File: src/core/mcrc_pkg.sv
// Purpose: Constants and types for the module clock and reset controller
// Assumes: Byte addresses on a 32-bit classic Wishbone bus
// Notes: Functional notes below
`default_nettype none
package mcrc_pkg;
    localparam int NUM_MOD = 35;
    localparam int DSP_MOD = 33;
    localparam logic [5:0] LAST_MOD = 6'h22;
    // Register map, byte addresses
    localparam logic [11:0] PLL_CTRL_ADR = 12'h100;
    localparam logic [11:0] CMD_ADR = 12'h120;
    localparam logic [11:0] TSTAT_ADR = 12'h128;
    localparam logic [11:0] STAT_BASE = 12'h800;
    localparam logic [11:0] CTL_BASE = 12'hA00;
    localparam logic [11:0] BANK_SPAN = 12'h08C;
    // module_control fields
    localparam int NEXT_LSB = 0;
    localparam int LOC_RST_BIT = 8;
    localparam int RST_IE_BIT = 9;
    localparam int STATE_IE_BIT = 10;
    // module_status fields
    localparam int LOC_RST_DONE_BIT = 9;
    localparam int MOD_RST_OFF_BIT = 10;
    localparam int RSV_ONE_BIT = 11;
    localparam int CLK_ON_BIT = 12;
    localparam int EMU_RST_ALT_BIT = 16;
    localparam int EMU_ST_ALT_BIT = 17;
    // pll control and command fields
    localparam int BYPASS_BIT = 0;
    localparam int PWRDN_BIT = 1;
    localparam int MULT_LSB = 8;
    localparam int DIV_LSB = 16;
    localparam int GO_BIT = 0;
    // State codes
    localparam logic [5:0] ST_RST_DIS = 6'h00;
    localparam logic [5:0] ST_SYNC_RST = 6'h01;
    localparam logic [5:0] ST_CLK_DIS = 6'h02;
    localparam logic [5:0] ST_CLK_EN = 6'h03;
    localparam logic [5:0] ST_TRANS = 6'h04;
    localparam logic [2:0] NEXT_MAX = 3'h3;
    // Reset values
    localparam logic [2:0] NEXT_RST = 3'h0;
    localparam logic [2:0] DSP_NEXT_RST = 3'h3;
    localparam logic [4:0] MULT_RST = 5'h0E;
    localparam logic [4:0] DIV_RST = 5'h00;

    typedef struct packed {
        logic cyc;
        logic stb;
        logic we;
        logic [31:0] adr;
        logic [3:0] sel;
        logic [31:0] dat;
    } mcrc_wb_req_type;

    typedef struct packed {
        logic ack;
        logic [31:0] dat;
    } mcrc_wb_rsp_type;

    typedef enum logic [1:0] {
        S_IDLE, S_SCAN, S_DRAIN, S_APPLY
    } mcrc_fsm_type;
endpackage
`default_nettype wire

File: src/core/mcrc_top.sv
// Purpose: Per-module clock enable and reset sequencer with PLL controls
// Assumes: Bus-busy and emulation inputs come from logic on clk
// Notes: Clock gating cells outside use mod_clk_en_q as their enable
`default_nettype none
module mcrc_top (
    input wire logic clk,
    input wire logic sys_rst,
    input wire mcrc_pkg::mcrc_wb_req_type wb_req,
    output var mcrc_pkg::mcrc_wb_rsp_type wb_rsp,
    input wire logic [34:0] bus_busy,
    input wire logic emu_state_alt,
    input wire logic emu_reset_alt,
    output logic [34:0] mod_clk_en_q,
    output logic [34:0] mod_rst_n_q,
    output logic local_rst_n_q,
    output logic emu_irq_q,
    output logic pll_bypass_q,
    output logic pll_pwrdn_q,
    output logic [4:0] pll_mult_q,
    output logic [4:0] sys_div_q
);

    ////////////////////////////////////////////////////////////////////////
    function automatic logic in_bank(input logic [11:0] a,
                                     input logic [11:0] base);
        in_bank = (a >= base) && (a < base + mcrc_pkg::BANK_SPAN)
                  && (a[1:0] == 2'h0);
    endfunction

    function automatic logic [5:0] bank_idx(input logic [11:0] a,
                                            input logic [11:0] base);
        logic [11:0] off;
        off = a - base;
        bank_idx = off[7:2];
    endfunction

    function automatic logic [31:0] merge(input logic [31:0] old,
                                          input logic [31:0] nw,
                                          input logic [3:0] sel);
        logic [31:0] r;
        r = old;
        for (int b = 0; b < 4; b++) begin
            if (sel[b]) begin
                r[b*8 +: 8] = nw[b*8 +: 8];
            end
        end
        merge = r;
    endfunction

    function automatic logic clk_on(input logic [5:0] code);
        clk_on = (code == mcrc_pkg::ST_SYNC_RST)
                 || (code == mcrc_pkg::ST_CLK_EN);
    endfunction

    function automatic logic rst_off(input logic [5:0] code);
        rst_off = (code == mcrc_pkg::ST_CLK_DIS)
                  || (code == mcrc_pkg::ST_CLK_EN);
    endfunction

    ////////////////////////////////////////////////////////////////////////
    logic ack_q;
    logic [31:0] rdat_q;
    logic [2:0] next_q [0:34];
    logic [34:0] loc_rst_q;
    logic [34:0] ie_rst_q;
    logic [34:0] ie_ihb_q;
    logic [5:0] state_q [0:34];
    logic pending_q;
    logic [5:0] idx_q;
    mcrc_pkg::mcrc_fsm_type fsm_q;
    logic [31:0] pll_ctrl_q;
    logic emu_st_q;
    logic emu_rs_q;

    wire logic acc = wb_req.cyc & wb_req.stb & ~ack_q;
    wire logic wr = acc & wb_req.we;
    wire logic [11:0] adr = wb_req.adr[11:0];
    wire logic adr_hi_zero = (wb_req.adr[31:12] == 20'h00000);
    wire logic ctl_hit = adr_hi_zero & in_bank(adr, mcrc_pkg::CTL_BASE);
    wire logic stat_hit = adr_hi_zero & in_bank(adr, mcrc_pkg::STAT_BASE);
    wire logic pll_hit = adr_hi_zero & (adr == mcrc_pkg::PLL_CTRL_ADR);
    wire logic cmd_hit = adr_hi_zero & (adr == mcrc_pkg::CMD_ADR);
    wire logic tst_hit = adr_hi_zero & (adr == mcrc_pkg::TSTAT_ADR);
    wire logic [5:0] ctl_idx = bank_idx(adr, mcrc_pkg::CTL_BASE);
    wire logic [5:0] stat_idx = bank_idx(adr, mcrc_pkg::STAT_BASE);

    wire logic [31:0] ctl_word = {21'h000000,
        ie_ihb_q[ctl_idx], ie_rst_q[ctl_idx], loc_rst_q[ctl_idx],
        5'h00, next_q[ctl_idx]};
    wire logic [31:0] ctl_wdata = merge(ctl_word, wb_req.dat, wb_req.sel);
    wire logic [31:0] cmd_wdata = merge(32'h00000000, wb_req.dat,
                                        wb_req.sel);
    wire logic go_req = wr & cmd_hit & cmd_wdata[mcrc_pkg::GO_BIT];
    wire logic go_take = go_req & ~pending_q;

    // Emulation flags exist only for the DSP module
    wire logic is_dsp_rd = (stat_idx == 6'(mcrc_pkg::DSP_MOD));
    logic [31:0] stat_word;
    always_comb begin
        stat_word = 32'h00000000;
        stat_word[5:0] = state_q[stat_idx];
        stat_word[mcrc_pkg::LOC_RST_BIT] = loc_rst_q[stat_idx];
        stat_word[mcrc_pkg::LOC_RST_DONE_BIT] = loc_rst_q[stat_idx];
        stat_word[mcrc_pkg::MOD_RST_OFF_BIT] = mod_rst_n_q[stat_idx];
        stat_word[mcrc_pkg::RSV_ONE_BIT] = 1'b1;
        stat_word[mcrc_pkg::CLK_ON_BIT] = mod_clk_en_q[stat_idx];
        stat_word[mcrc_pkg::EMU_RST_ALT_BIT] = is_dsp_rd & emu_rs_q;
        stat_word[mcrc_pkg::EMU_ST_ALT_BIT] = is_dsp_rd & emu_st_q;
    end

    wire logic [31:0] rd_mux =
        ctl_hit ? ctl_word :
        stat_hit ? stat_word :
        pll_hit ? pll_ctrl_q :
        tst_hit ? {31'h00000000, pending_q} :
        32'h00000000;

    ////////////////////////////////////////////////////////////////////////
    // Bus slave: one wait state, unmapped reads give zero
    always_ff @(posedge clk) begin
        if (sys_rst) begin
            ack_q <= 1'b0;
            rdat_q <= 32'h00000000;
        end else begin
            ack_q <= acc;
            rdat_q <= rd_mux;
        end
    end
    assign wb_rsp.ack = ack_q;
    assign wb_rsp.dat = rdat_q;

    always_ff @(posedge clk) begin
        if (sys_rst) begin
            for (int i = 0; i < mcrc_pkg::NUM_MOD; i++) begin
                next_q[i] <= (i == mcrc_pkg::DSP_MOD) ?
                             mcrc_pkg::DSP_NEXT_RST : mcrc_pkg::NEXT_RST;
            end
            loc_rst_q <= '1;
            ie_rst_q <= '0;
            ie_ihb_q <= '0;
        end else if (wr && ctl_hit) begin
            // Reserved codes are stored but never acted on
            next_q[ctl_idx] <= ctl_wdata[2:0];
            loc_rst_q[ctl_idx] <= ctl_wdata[mcrc_pkg::LOC_RST_BIT];
            ie_rst_q[ctl_idx] <= ctl_wdata[mcrc_pkg::RST_IE_BIT];
            ie_ihb_q[ctl_idx] <= ctl_wdata[mcrc_pkg::STATE_IE_BIT];
        end
    end

    always_ff @(posedge clk) begin
        if (sys_rst) begin
            pll_ctrl_q <= {11'h000, mcrc_pkg::DIV_RST, 3'h0,
                           mcrc_pkg::MULT_RST, 8'h01};
        end else if (wr && pll_hit) begin
            pll_ctrl_q <= merge(pll_ctrl_q, wb_req.dat, wb_req.sel)
                          & 32'h001F1F03;
        end
    end

    ////////////////////////////////////////////////////////////////////////
    // PLL side: bypass selects the reference clock for the dividers,
    // power-down is masked unless bypassed so dividers never starve
    always_ff @(posedge clk) begin
        if (sys_rst) begin
            pll_bypass_q <= 1'b1;
            pll_pwrdn_q <= 1'b0;
            pll_mult_q <= mcrc_pkg::MULT_RST;
            sys_div_q <= mcrc_pkg::DIV_RST;
        end else begin
            pll_bypass_q <= pll_ctrl_q[mcrc_pkg::BYPASS_BIT];
            pll_pwrdn_q <= pll_ctrl_q[mcrc_pkg::PWRDN_BIT]
                           & pll_ctrl_q[mcrc_pkg::BYPASS_BIT];
            pll_mult_q <= pll_ctrl_q[mcrc_pkg::MULT_LSB +: 5];
            sys_div_q <= pll_ctrl_q[mcrc_pkg::DIV_LSB +: 5];
        end
    end

    // Emulation events and their interrupt
    always_ff @(posedge clk) begin
        if (sys_rst) begin
            emu_st_q <= 1'b0;
            emu_rs_q <= 1'b0;
            emu_irq_q <= 1'b0;
            local_rst_n_q <= 1'b1;
        end else begin
            emu_st_q <= emu_state_alt;
            emu_rs_q <= emu_reset_alt;
            emu_irq_q <= (emu_state_alt & ie_ihb_q[mcrc_pkg::DSP_MOD])
                         | (emu_reset_alt
                            & ie_rst_q[mcrc_pkg::DSP_MOD]);
            local_rst_n_q <= loc_rst_q[mcrc_pkg::DSP_MOD];
        end
    end

    ////////////////////////////////////////////////////////////////////////
    // Transition sequencer: walks all modules once per go
    wire logic [5:0] tgt = {3'h0, next_q[idx_q]};
    wire logic tgt_valid = (next_q[idx_q] <= mcrc_pkg::NEXT_MAX);
    wire logic needs_move = tgt_valid && (tgt != state_q[idx_q]);
    wire logic needs_drain = ~clk_on(tgt) & mod_clk_en_q[idx_q];
    wire logic last = (idx_q == mcrc_pkg::LAST_MOD);

    always_ff @(posedge clk) begin
        if (sys_rst) begin
            fsm_q <= mcrc_pkg::S_IDLE;
            idx_q <= 6'h00;
            pending_q <= 1'b0;
            for (int i = 0; i < mcrc_pkg::NUM_MOD; i++) begin
                state_q[i] <= (i == mcrc_pkg::DSP_MOD) ?
                              mcrc_pkg::ST_CLK_EN : mcrc_pkg::ST_RST_DIS;
            end
            mod_clk_en_q <= 35'h000000000 | (35'h1 << mcrc_pkg::DSP_MOD);
            mod_rst_n_q <= 35'h000000000 | (35'h1 << mcrc_pkg::DSP_MOD);
        end else begin
            case (fsm_q)
                mcrc_pkg::S_IDLE: begin
                    if (go_take) begin
                        pending_q <= 1'b1;
                        idx_q <= 6'h00;
                        fsm_q <= mcrc_pkg::S_SCAN;
                    end
                end
                mcrc_pkg::S_SCAN: begin
                    if (needs_move) begin
                        state_q[idx_q] <= mcrc_pkg::ST_TRANS;
                        fsm_q <= needs_drain ? mcrc_pkg::S_DRAIN
                                             : mcrc_pkg::S_APPLY;
                    end else if (last) begin
                        pending_q <= 1'b0;
                        fsm_q <= mcrc_pkg::S_IDLE;
                    end else begin
                        idx_q <= idx_q + 6'h01;
                    end
                end
                mcrc_pkg::S_DRAIN: begin
                    // A hung access is waited out rather than cut off
                    if (!bus_busy[idx_q]) begin
                        fsm_q <= mcrc_pkg::S_APPLY;
                    end
                end
                mcrc_pkg::S_APPLY: begin
                    state_q[idx_q] <= tgt;
                    // Enable-style gating keeps module flops intact
                    mod_clk_en_q[idx_q] <= clk_on(tgt);
                    mod_rst_n_q[idx_q] <= rst_off(tgt);
                    if (last) begin
                        pending_q <= 1'b0;
                        fsm_q <= mcrc_pkg::S_IDLE;
                    end else begin
                        idx_q <= idx_q + 6'h01;
                        fsm_q <= mcrc_pkg::S_SCAN;
                    end
                end
                default: fsm_q <= mcrc_pkg::S_IDLE;
            endcase
        end
    end

    ////////////////////////////////////////////////////////////////////////
    ack_one_cycle_a: assert property (@(posedge clk) disable iff (sys_rst)
        ack_q |=> !ack_q)
        else $error("ack held more than one cycle");

    drain_hold_a: assert property (
        @(posedge clk) disable iff (sys_rst)
        (fsm_q == mcrc_pkg::S_DRAIN && bus_busy[idx_q])
        |=> fsm_q == mcrc_pkg::S_DRAIN && mod_clk_en_q[$past(idx_q)])
        else $error("clock gated while module bus busy");

    pending_done_a: assert property (
        @(posedge clk) disable iff (sys_rst)
        $fell(pending_q) |-> $past(last) && fsm_q == mcrc_pkg::S_IDLE)
        else $error("pending cleared before walk finished");

    reserved_skip_a: assert property (
        @(posedge clk) disable iff (sys_rst)
        (fsm_q == mcrc_pkg::S_SCAN && !tgt_valid)
        |=> state_q[$past(idx_q)] == $past(state_q[idx_q]))
        else $error("reserved target changed module state");

    local_reset_a: assert property (
        @(posedge clk) disable iff (sys_rst)
        (wr && ctl_hit && ctl_idx == 6'(mcrc_pkg::DSP_MOD)
         && !ctl_wdata[mcrc_pkg::LOC_RST_BIT]) |=> ##1 !local_rst_n_q)
        else $error("local reset not asserted");

    state_irq_a: assert property (
        @(posedge clk) disable iff (sys_rst)
        (emu_state_alt && ie_ihb_q[mcrc_pkg::DSP_MOD]) |=> emu_irq_q)
        else $error("state override interrupt missing");

    reset_irq_a: assert property (
        @(posedge clk) disable iff (sys_rst)
        (emu_reset_alt && !ie_rst_q[mcrc_pkg::DSP_MOD]
         && !emu_state_alt) |=> !emu_irq_q)
        else $error("reset override interrupt not masked");

    pwrdn_bypass_a: assert property (
        @(posedge clk) disable iff (sys_rst)
        pll_pwrdn_q |-> pll_bypass_q)
        else $error("pll powered down without bypass");

    bypass_follow_a: assert property (
        @(posedge clk) disable iff (sys_rst)
        (wr && pll_hit && wb_req.sel[0]
         && wb_req.dat[mcrc_pkg::BYPASS_BIT]) |=> ##1 pll_bypass_q)
        else $error("bypass write not applied");

    go_start_a: assert property (
        @(posedge clk) disable iff (sys_rst)
        go_take |=> pending_q && fsm_q == mcrc_pkg::S_SCAN
                    && idx_q == 6'h00)
        else $error("go not taken");

endmodule
`default_nettype wire

File: config.mk
export PLATFORM = sky130hd
export DESIGN_NAME = mcrc_top
export DESIGN_NICKNAME = d
export VERILOG_FILES = /design/src/core/mcrc_pkg.sv /design/src/core/mcrc_top.sv
export SDC_FILE = /design/constraint.sdc
export NUM_CORES = 1
export LEC_CHECK = 0
export CORE_MARGIN = 2
export CORE_UTILIZATION = 45
export DETAILED_ROUTE_END_ITERATION = 16
export DONT_BUFFER_PORTS = 1
export PLACE_DENSITY = 0.71
export SYNTH_ARGS = -nofsm -noshare
export SYNTH_HDL_FRONTEND = slang
export SYNTH_SLANG_ARGS = --single-unit
File: constraint.sdc
create_clock -name clk -period 4.7 [get_ports clk]
set_clock_uncertainty 0.05 [all_clocks]
set_input_delay 0.94 -clock clk [delete_from_list [all_inputs] [get_ports clk]]
set_output_delay 0.94 -clock clk [all_outputs]
set_load 0.05 [all_outputs]
# --- Word-level counts from Yosys, hierarchy flattened ---
# Memories as Yosys holds them, arrays and structs flattened. A register that Yosys moved wholly into a read port is not among the register bits.
# Index checks and enable logic that the tools add are counted.
word_totals:
  ram_bits: 210
  n_memories: 2
  ff_bits: 234
  output_inout_bits: 117
  wordCells: 170
  in_bits: 110
mem_list:
  columns: ["name", "words", "word_bits", "rd", "rd_ports_with_merged_regs", "write_ports", "line", "rtl"]
  rows:
  - ["next_q", 35, 3, 2, 1, 35, "mcrc_top.sv:63", "logic [2:0] next_q [0:34];"]
  - ["state_q", 35, 3, 2, 1, 35, "mcrc_top.sv:67", "logic [5:0] state_q [0:34];"]
op_classes:
  reduce_logical: 24
  bitwise: 22
  order_cmp: 10
  addsub: 3
  n_eq_ne: 16
  n_mux: 70
ops:
  columns: ["cell", "n"]
  rows:
  - ["bitwise mux 35 bit", 5]
  - ["2-to-1 mux 6 bit", 9]
  - ["binary-select mux 1 bit (select 6 bit)", 8]
  - ["equality test 12 x 9 -> 1 bit, second input constant", 3]
  - ["2-to-1 mux 1 bit", 31]
  - ["greater-or-equal comparator 12 bit, second input constant", 2]
  - ["less-than comparator 12 bit, second input constant", 2]
  - ["less-than comparator 6 x 7 -> 1 bit, second input constant", 3]
  - ["2-to-1 mux 21 bit", 1]
  - ["zero test 20 bit", 1]
  - ["2-to-1 mux 18 bit", 1]
  - ["one-hot mux 6 bit (3 select lines)", 1]
  - ["bitwise AND 1 bit", 17]
  - ["subtractor 8 x 1 -> 8 bit, second input constant", 2]
  - ["2-to-1 mux 3 bit", 5]
  - ["demux 1 bit (select 6 bit)", 2]
  - ["equality test 6 bit, second input constant", 2]
  - ["greater-or-equal comparator 6 x 1 -> 1 bit, second input constant", 2]
  - ["2-to-1 mux 11 bit", 1]
  - ["logical AND 1 bit", 9]
  - ["OR reduction 3 bit", 3]
  - ["2-to-1 mux 2 bit", 4]
  - ["one-hot mux 2 bit (4 select lines)", 1]
  - ["adder 6 x 1 -> 6 bit, second input constant", 1]
  - ["17 further kinds", 29]

# --- Logic depth before layout (Yosys ltp) ---
logic_depth:
  word_depth: 10
  mapped_depth: 16

# --- Worst setup path after synthesis ---
# No wires, ideal clock.
synth_path:
  kind: "input port to flip-flop"
  from: "in wb_req[38] (netlist name)"
  to: "mem next_q[33][2] (data pin)"
  t_required_ps: 4309
  setup_ps: 341
  cell_stages: 10
  path_buffers: 4
  arrival_time_ps: 3970
  path_slack_ps: 339
  path_cell_list: "buf_6 -> buf_6 -> buf_2 -> mux4_2 -> mux4_2 -> mux4_2 -> mux2_2 -> nand2_1 -> clkbuf_1 -> inv_1"
synth_lines:
  columns: ["item", "line", "rtl"]
  rows:
  - ["start: declaration", "mcrc_top.sv:8", "input wire mcrc_pkg::mcrc_wb_req_type wb_req,"]
  - ["end: declaration", "mcrc_top.sv:63", null]

==> metrics.txt <==
# TYPE chip_impl_metric gauge
chip_impl_info{name="run_status",value="finished clean"} 1
chip_impl_info{name="path_cells",value="mux4_2 > mux4_2 > o22ai_1 > o32ai_1 > xnor2_1 > and4_4 > o31ai_4 > buf_4 > nand4b_1 > nor2_1"} 1
chip_impl_metric{name="dpl_cell_area",unit="sq um"} 31630
chip_impl_metric{name="clkLatencyLatePin",unit="ns"} 0.64
chip_impl_metric{name="synth-edff-count",unit=""} 378
chip_impl_metric{name="synthCells",unit=""} 2474
chip_impl_metric{name="drt_wl_total",unit="microns"} 88900
chip_impl_metric{name="htreeDepth",unit=""} 2
chip_impl_metric{name="cts.reportedPaths.clkPinSlew",unit="ns"} 0.07
chip_impl_metric{name="syn_area_per_cell",unit="sq um"} 12.38
chip_impl_info{name="critPathKind",value="reg -> reg"} 1
chip_impl_metric{name="place.detailed.hpwl",unit="microns"} 59640
chip_impl_metric{name="finalWorstSetupSlack",unit="ns"} 0.03969
chip_impl_metric{name="site_row_count",unit=""} 95
chip_impl_metric{name="pwr_density_cell",unit="nW/um^2"} 336.9
chip_impl_metric{name="routabilityCongestion",unit=""} 0.9393
chip_impl_metric{name="die_w",unit="microns"} 264.9
chip_impl_metric{name="period_utilisation_layout",unit="%"} 99.16
chip_impl_metric{name="worstRegToRegCells",unit=""} 10
chip_impl_metric{name="number_of_vias_in_the_routed_layout",unit=""} 22190
chip_impl_metric{name="ff2ff_setup_slack",unit="ns"} 0.04
chip_impl_info{name="ctsRootBufferMaster",value="clkbuf_16"} 1
chip_impl_metric{name="port_buffers",unit=""} 0
chip_impl_metric{name="cp_slowest_stage_delay",unit="ns"} 0.60
chip_impl_metric{name="die_height",unit="microns"} 264.9
chip_impl_metric{name="cp_max_fo",unit=""} 19
chip_impl_metric{name="fraction_of_layout_instances_using_a_drive_strength_above_1",unit="%"} 20.19
chip_impl_info{name="cts_tree",value="done"} 1
chip_impl_metric{name="avgRoutedWirePerCell",unit="microns"} 26.19
chip_impl_metric{name="cts-buffers-inserted",unit=""} 59
chip_impl_metric{name="die_area",unit="sq um"} 70160
chip_impl_metric{name="growth_of_design_area_from_synthesis_to_finish",unit="%"} 10.03
chip_impl_metric{name="final_area",unit="sq um"} 33700
chip_impl_metric{name="max-vdd-ir-drop",unit="mV"} 0.2759
chip_impl_metric{name="design.portCount",unit=""} 227
chip_impl_metric{name="setup_viol_count_final",unit=""} 0
chip_impl_info{name="synth-main-ff-cell",value="edfxtp_1"} 1
chip_impl_metric{name="min_path_cells",unit=""} 1
chip_impl_metric{name="netlist-cell-type-count",unit=""} 68
chip_impl_metric{name="track_usage",unit="%"} 24.87
chip_impl_metric{name="cp_data_arrival_time",unit="ns"} 4.90
chip_impl_metric{name="gr-total-overflow",unit=""} 0
chip_impl_metric{name="layout_min_cycle_time",unit="ns"} 4.660
chip_impl_info{name="holdPathEnd",value="state_q[34][2]"} 1
chip_impl_metric{name="postSynth.asyncResetShare",unit="%"} 0
chip_impl_info{name="critical_path.most_common_cell",value="mux4_2"} 1
chip_impl_metric{name="maxCapViolations",unit=""} 0
chip_impl_info{name="hold_class",value="in -> reg"} 1
chip_impl_metric{name="antenna_left",unit=""} 0
chip_impl_metric{name="initial_core_util",unit="%"} 45.53
chip_impl_metric{name="leakage",unit="nW"} 10.94
chip_impl_metric{name="timing.critical_path.required",unit="ns"} 4.94
chip_impl_metric{name="cts_num_sinks",unit=""} 616
chip_impl_metric{name="finish.net_count",unit=""} 2579
chip_impl_metric{name="grt_antenna_before_repair",unit=""} 3
chip_impl_metric{name="layout.core_utilization",unit="%"} 50.09
chip_impl_metric{name="hold_viol",unit=""} 0
chip_impl_info{name="most_used_cells_in_the_layout_excluding_fill_and_tap_cells",value="edfxtp_1 (378), mux4_2 (283), nor2_1 (267)"} 1
chip_impl_metric{name="drt-initial-drc-count",unit=""} 2913
chip_impl_metric{name="firstDrtPassIters",unit=""} 6
chip_impl_metric{name="fmax",unit="GHz"} 0.2146
chip_impl_metric{name="drt-vias-per-instance",unit=""} 6.538
chip_impl_metric{name="seq_area_frac_synth",unit="%"} 52.62
chip_impl_metric{name="floorplan.core_area",unit="sq um"} 67280
chip_impl_metric{name="synth.yosys.warnings",unit=""} 0
chip_impl_info{name="setup_repair_after_global_routing_missed_its_margin",value="yes"} 1
chip_impl_info{name="critical_path.reg2reg.endpoint",value="state_q[47][2]"} 1
chip_impl_metric{name="residual_drc",unit=""} 0
chip_impl_info{name="timing.critical_path.to_type",value="flip-flop"} 1
chip_impl_info{name="cpMaxStageDelayCell",value="dfxtp_4"} 1
chip_impl_metric{name="max_slew.worst_pin.slew",unit="ns"} 1.153
chip_impl_metric{name="cts.path.max_buffers",unit=""} 3
chip_impl_metric{name="grt_pass1_wl",unit="microns"} 133000
chip_impl_info{name="worstSetupStartpointType",value="flip-flop"} 1
chip_impl_metric{name="report.final.slew_viol_count",unit=""} 0
chip_impl_info{name="worst_hold_startpoint",value="sys_rst"} 1
chip_impl_metric{name="vias_in_the_first_global_route",unit=""} 21870
chip_impl_info{name="leading_cell_type_in_the_layout_fill_and_taps_excluded",value="edfxtp_1"} 1
chip_impl_metric{name="sum_of_internal_switching_and_leakage_power",unit="mW"} 11.35
chip_impl_metric{name="grt_start_max_net_pins",unit=""} 201
chip_impl_metric{name="synth-seq-cells",unit=""} 616
chip_impl_metric{name="max-slew-margin-rel",unit="%"} 23.16
chip_impl_metric{name="netlist_area",unit="sq um"} 30630
chip_impl_metric{name="post-place-ws",unit="ns"} 0.2060
kinds of logic after synthesis:
| family | after synthesis | synth area share (%) |
|---|---|---|
| xor+xnor | 1 | 0.02860 |
| buf+inv | 275 | 4.163 |
| other cells | 1 | 0.01224 |
| compound gates | 363 | 7.137 |
| fa+ha+maj | 2 | 0.08169 |
| flops | 616 | 52.62 |
| mux | 351 | 23.12 |
| simple gates | 865 | 12.84 |
sequential cells by signal (all words and copies together), names as in the netlist, 5 cells and up, named ones only:
signal,count
state_q,192
loc_rst_q,35
idx_q,6
next_q,192
sys_div_q,5
pll_mult_q,5
ie_rst_q,35
rdat_q,13
pll_ctrl_q,12
mod_clk_en_q,35
mod_rst_n_q,35
ie_ihb_q,35
timing repair:
item	4_1_cts	5_1_grt
setup buffers	0	0
resized for setup	0	13
endpoints found under the setup margin	0	71
hold buffers	0	0
Yosys cell counts, types with 29 or more instances:
master | n | area (sq um)
a21oi_1 | 154 | 770.7
buf_2 | 53 | 265.3
buf_4 | 29 | 217.7
clkbuf_1 | 136 | 510.5
dfxtp_1 | 238 | 4765
edfxtp_1 | 378 | 11350
inv_1 | 30 | 112.6
mux2i_1 | 47 | 470.5
mux4_2 | 283 | 6374
nand2_1 | 235 | 882.1
nand3_1 | 80 | 400.4
nor2_1 | 268 | 1006
nor3_1 | 130 | 650.6
nor4_1 | 37 | 231.5
o21ai_0 | 89 | 445.4
layer usage:
layer | part of all wire [%] | vias up | routed length (microns) | global-route usage, %
met1 | 35 | 10930 | 31430 | 31.51
met5 | 0.015 | - | 13 | 0
met3 | 13 | 283 | 11810 | 7.784
met2 | 47 | 1638 | 41870 | 39.94
met4 | 4.2 | 2 | 3775 | 9.772
li1 | - | 9335 | - | -
critical path: cells and delay by family (launching register included):
family,cells,cell delay (ns)
flip-flops,1,0.60
AND/OR/NAND/NOR,3,1.10
buffers and inverters,1,0.21
XOR/XNOR,1,0.27
multiplexers,2,1.07
AO/OA/AOI/OAI,3,0.99
worst max-delay path by stage:
stage / endpoint / slack (ns) / cells after the start
3_5_place_dp: state_q[48][0] / 0.21 / 10
5_1_grt: state_q[47][2] / -0.05 / 10
3_3_place_gp: state_q[49][2] / 0.35 / 9
2_1_floorplan: next_q[33][2] / 0.34 / 10
6_report: state_q[47][2] / 0.04 / 10
4_1_cts: state_q[48][0] / 0.18 / 10
through the flow:
step / hold WS [ns] / instances / TNS [ns]
after floorplan: 0.3731 / 2579 / 0
after global placement: 0.3935 / 3279 / 0
after detailed placement: 0.3970 / 3279 / 0
after CTS: 0.3474 / 3389 / 0
after global routing: 0.3224 / 3389 / -0.4591
final: 0.3211 / 3394 / 0
cell type report:
class	instances	area, sq um
fillers	5674	33580
diodes	5	12.51
inverters	31	116.4
clock buffers	82	1708
repair buffers	71	608.1
well taps	873	1092
multi-input cells	1688	13700
clock inverters	28	339.1
flip-flops and latches	616	16130
where the power goes:
group	internal, mW	switching [mW]	leakage, nW
combinational	0.220	0.256	4.31
sequential	5.78	0.0519	5.63
clock	2.92	2.12	1.00
(Power assumes the default switching activity.)
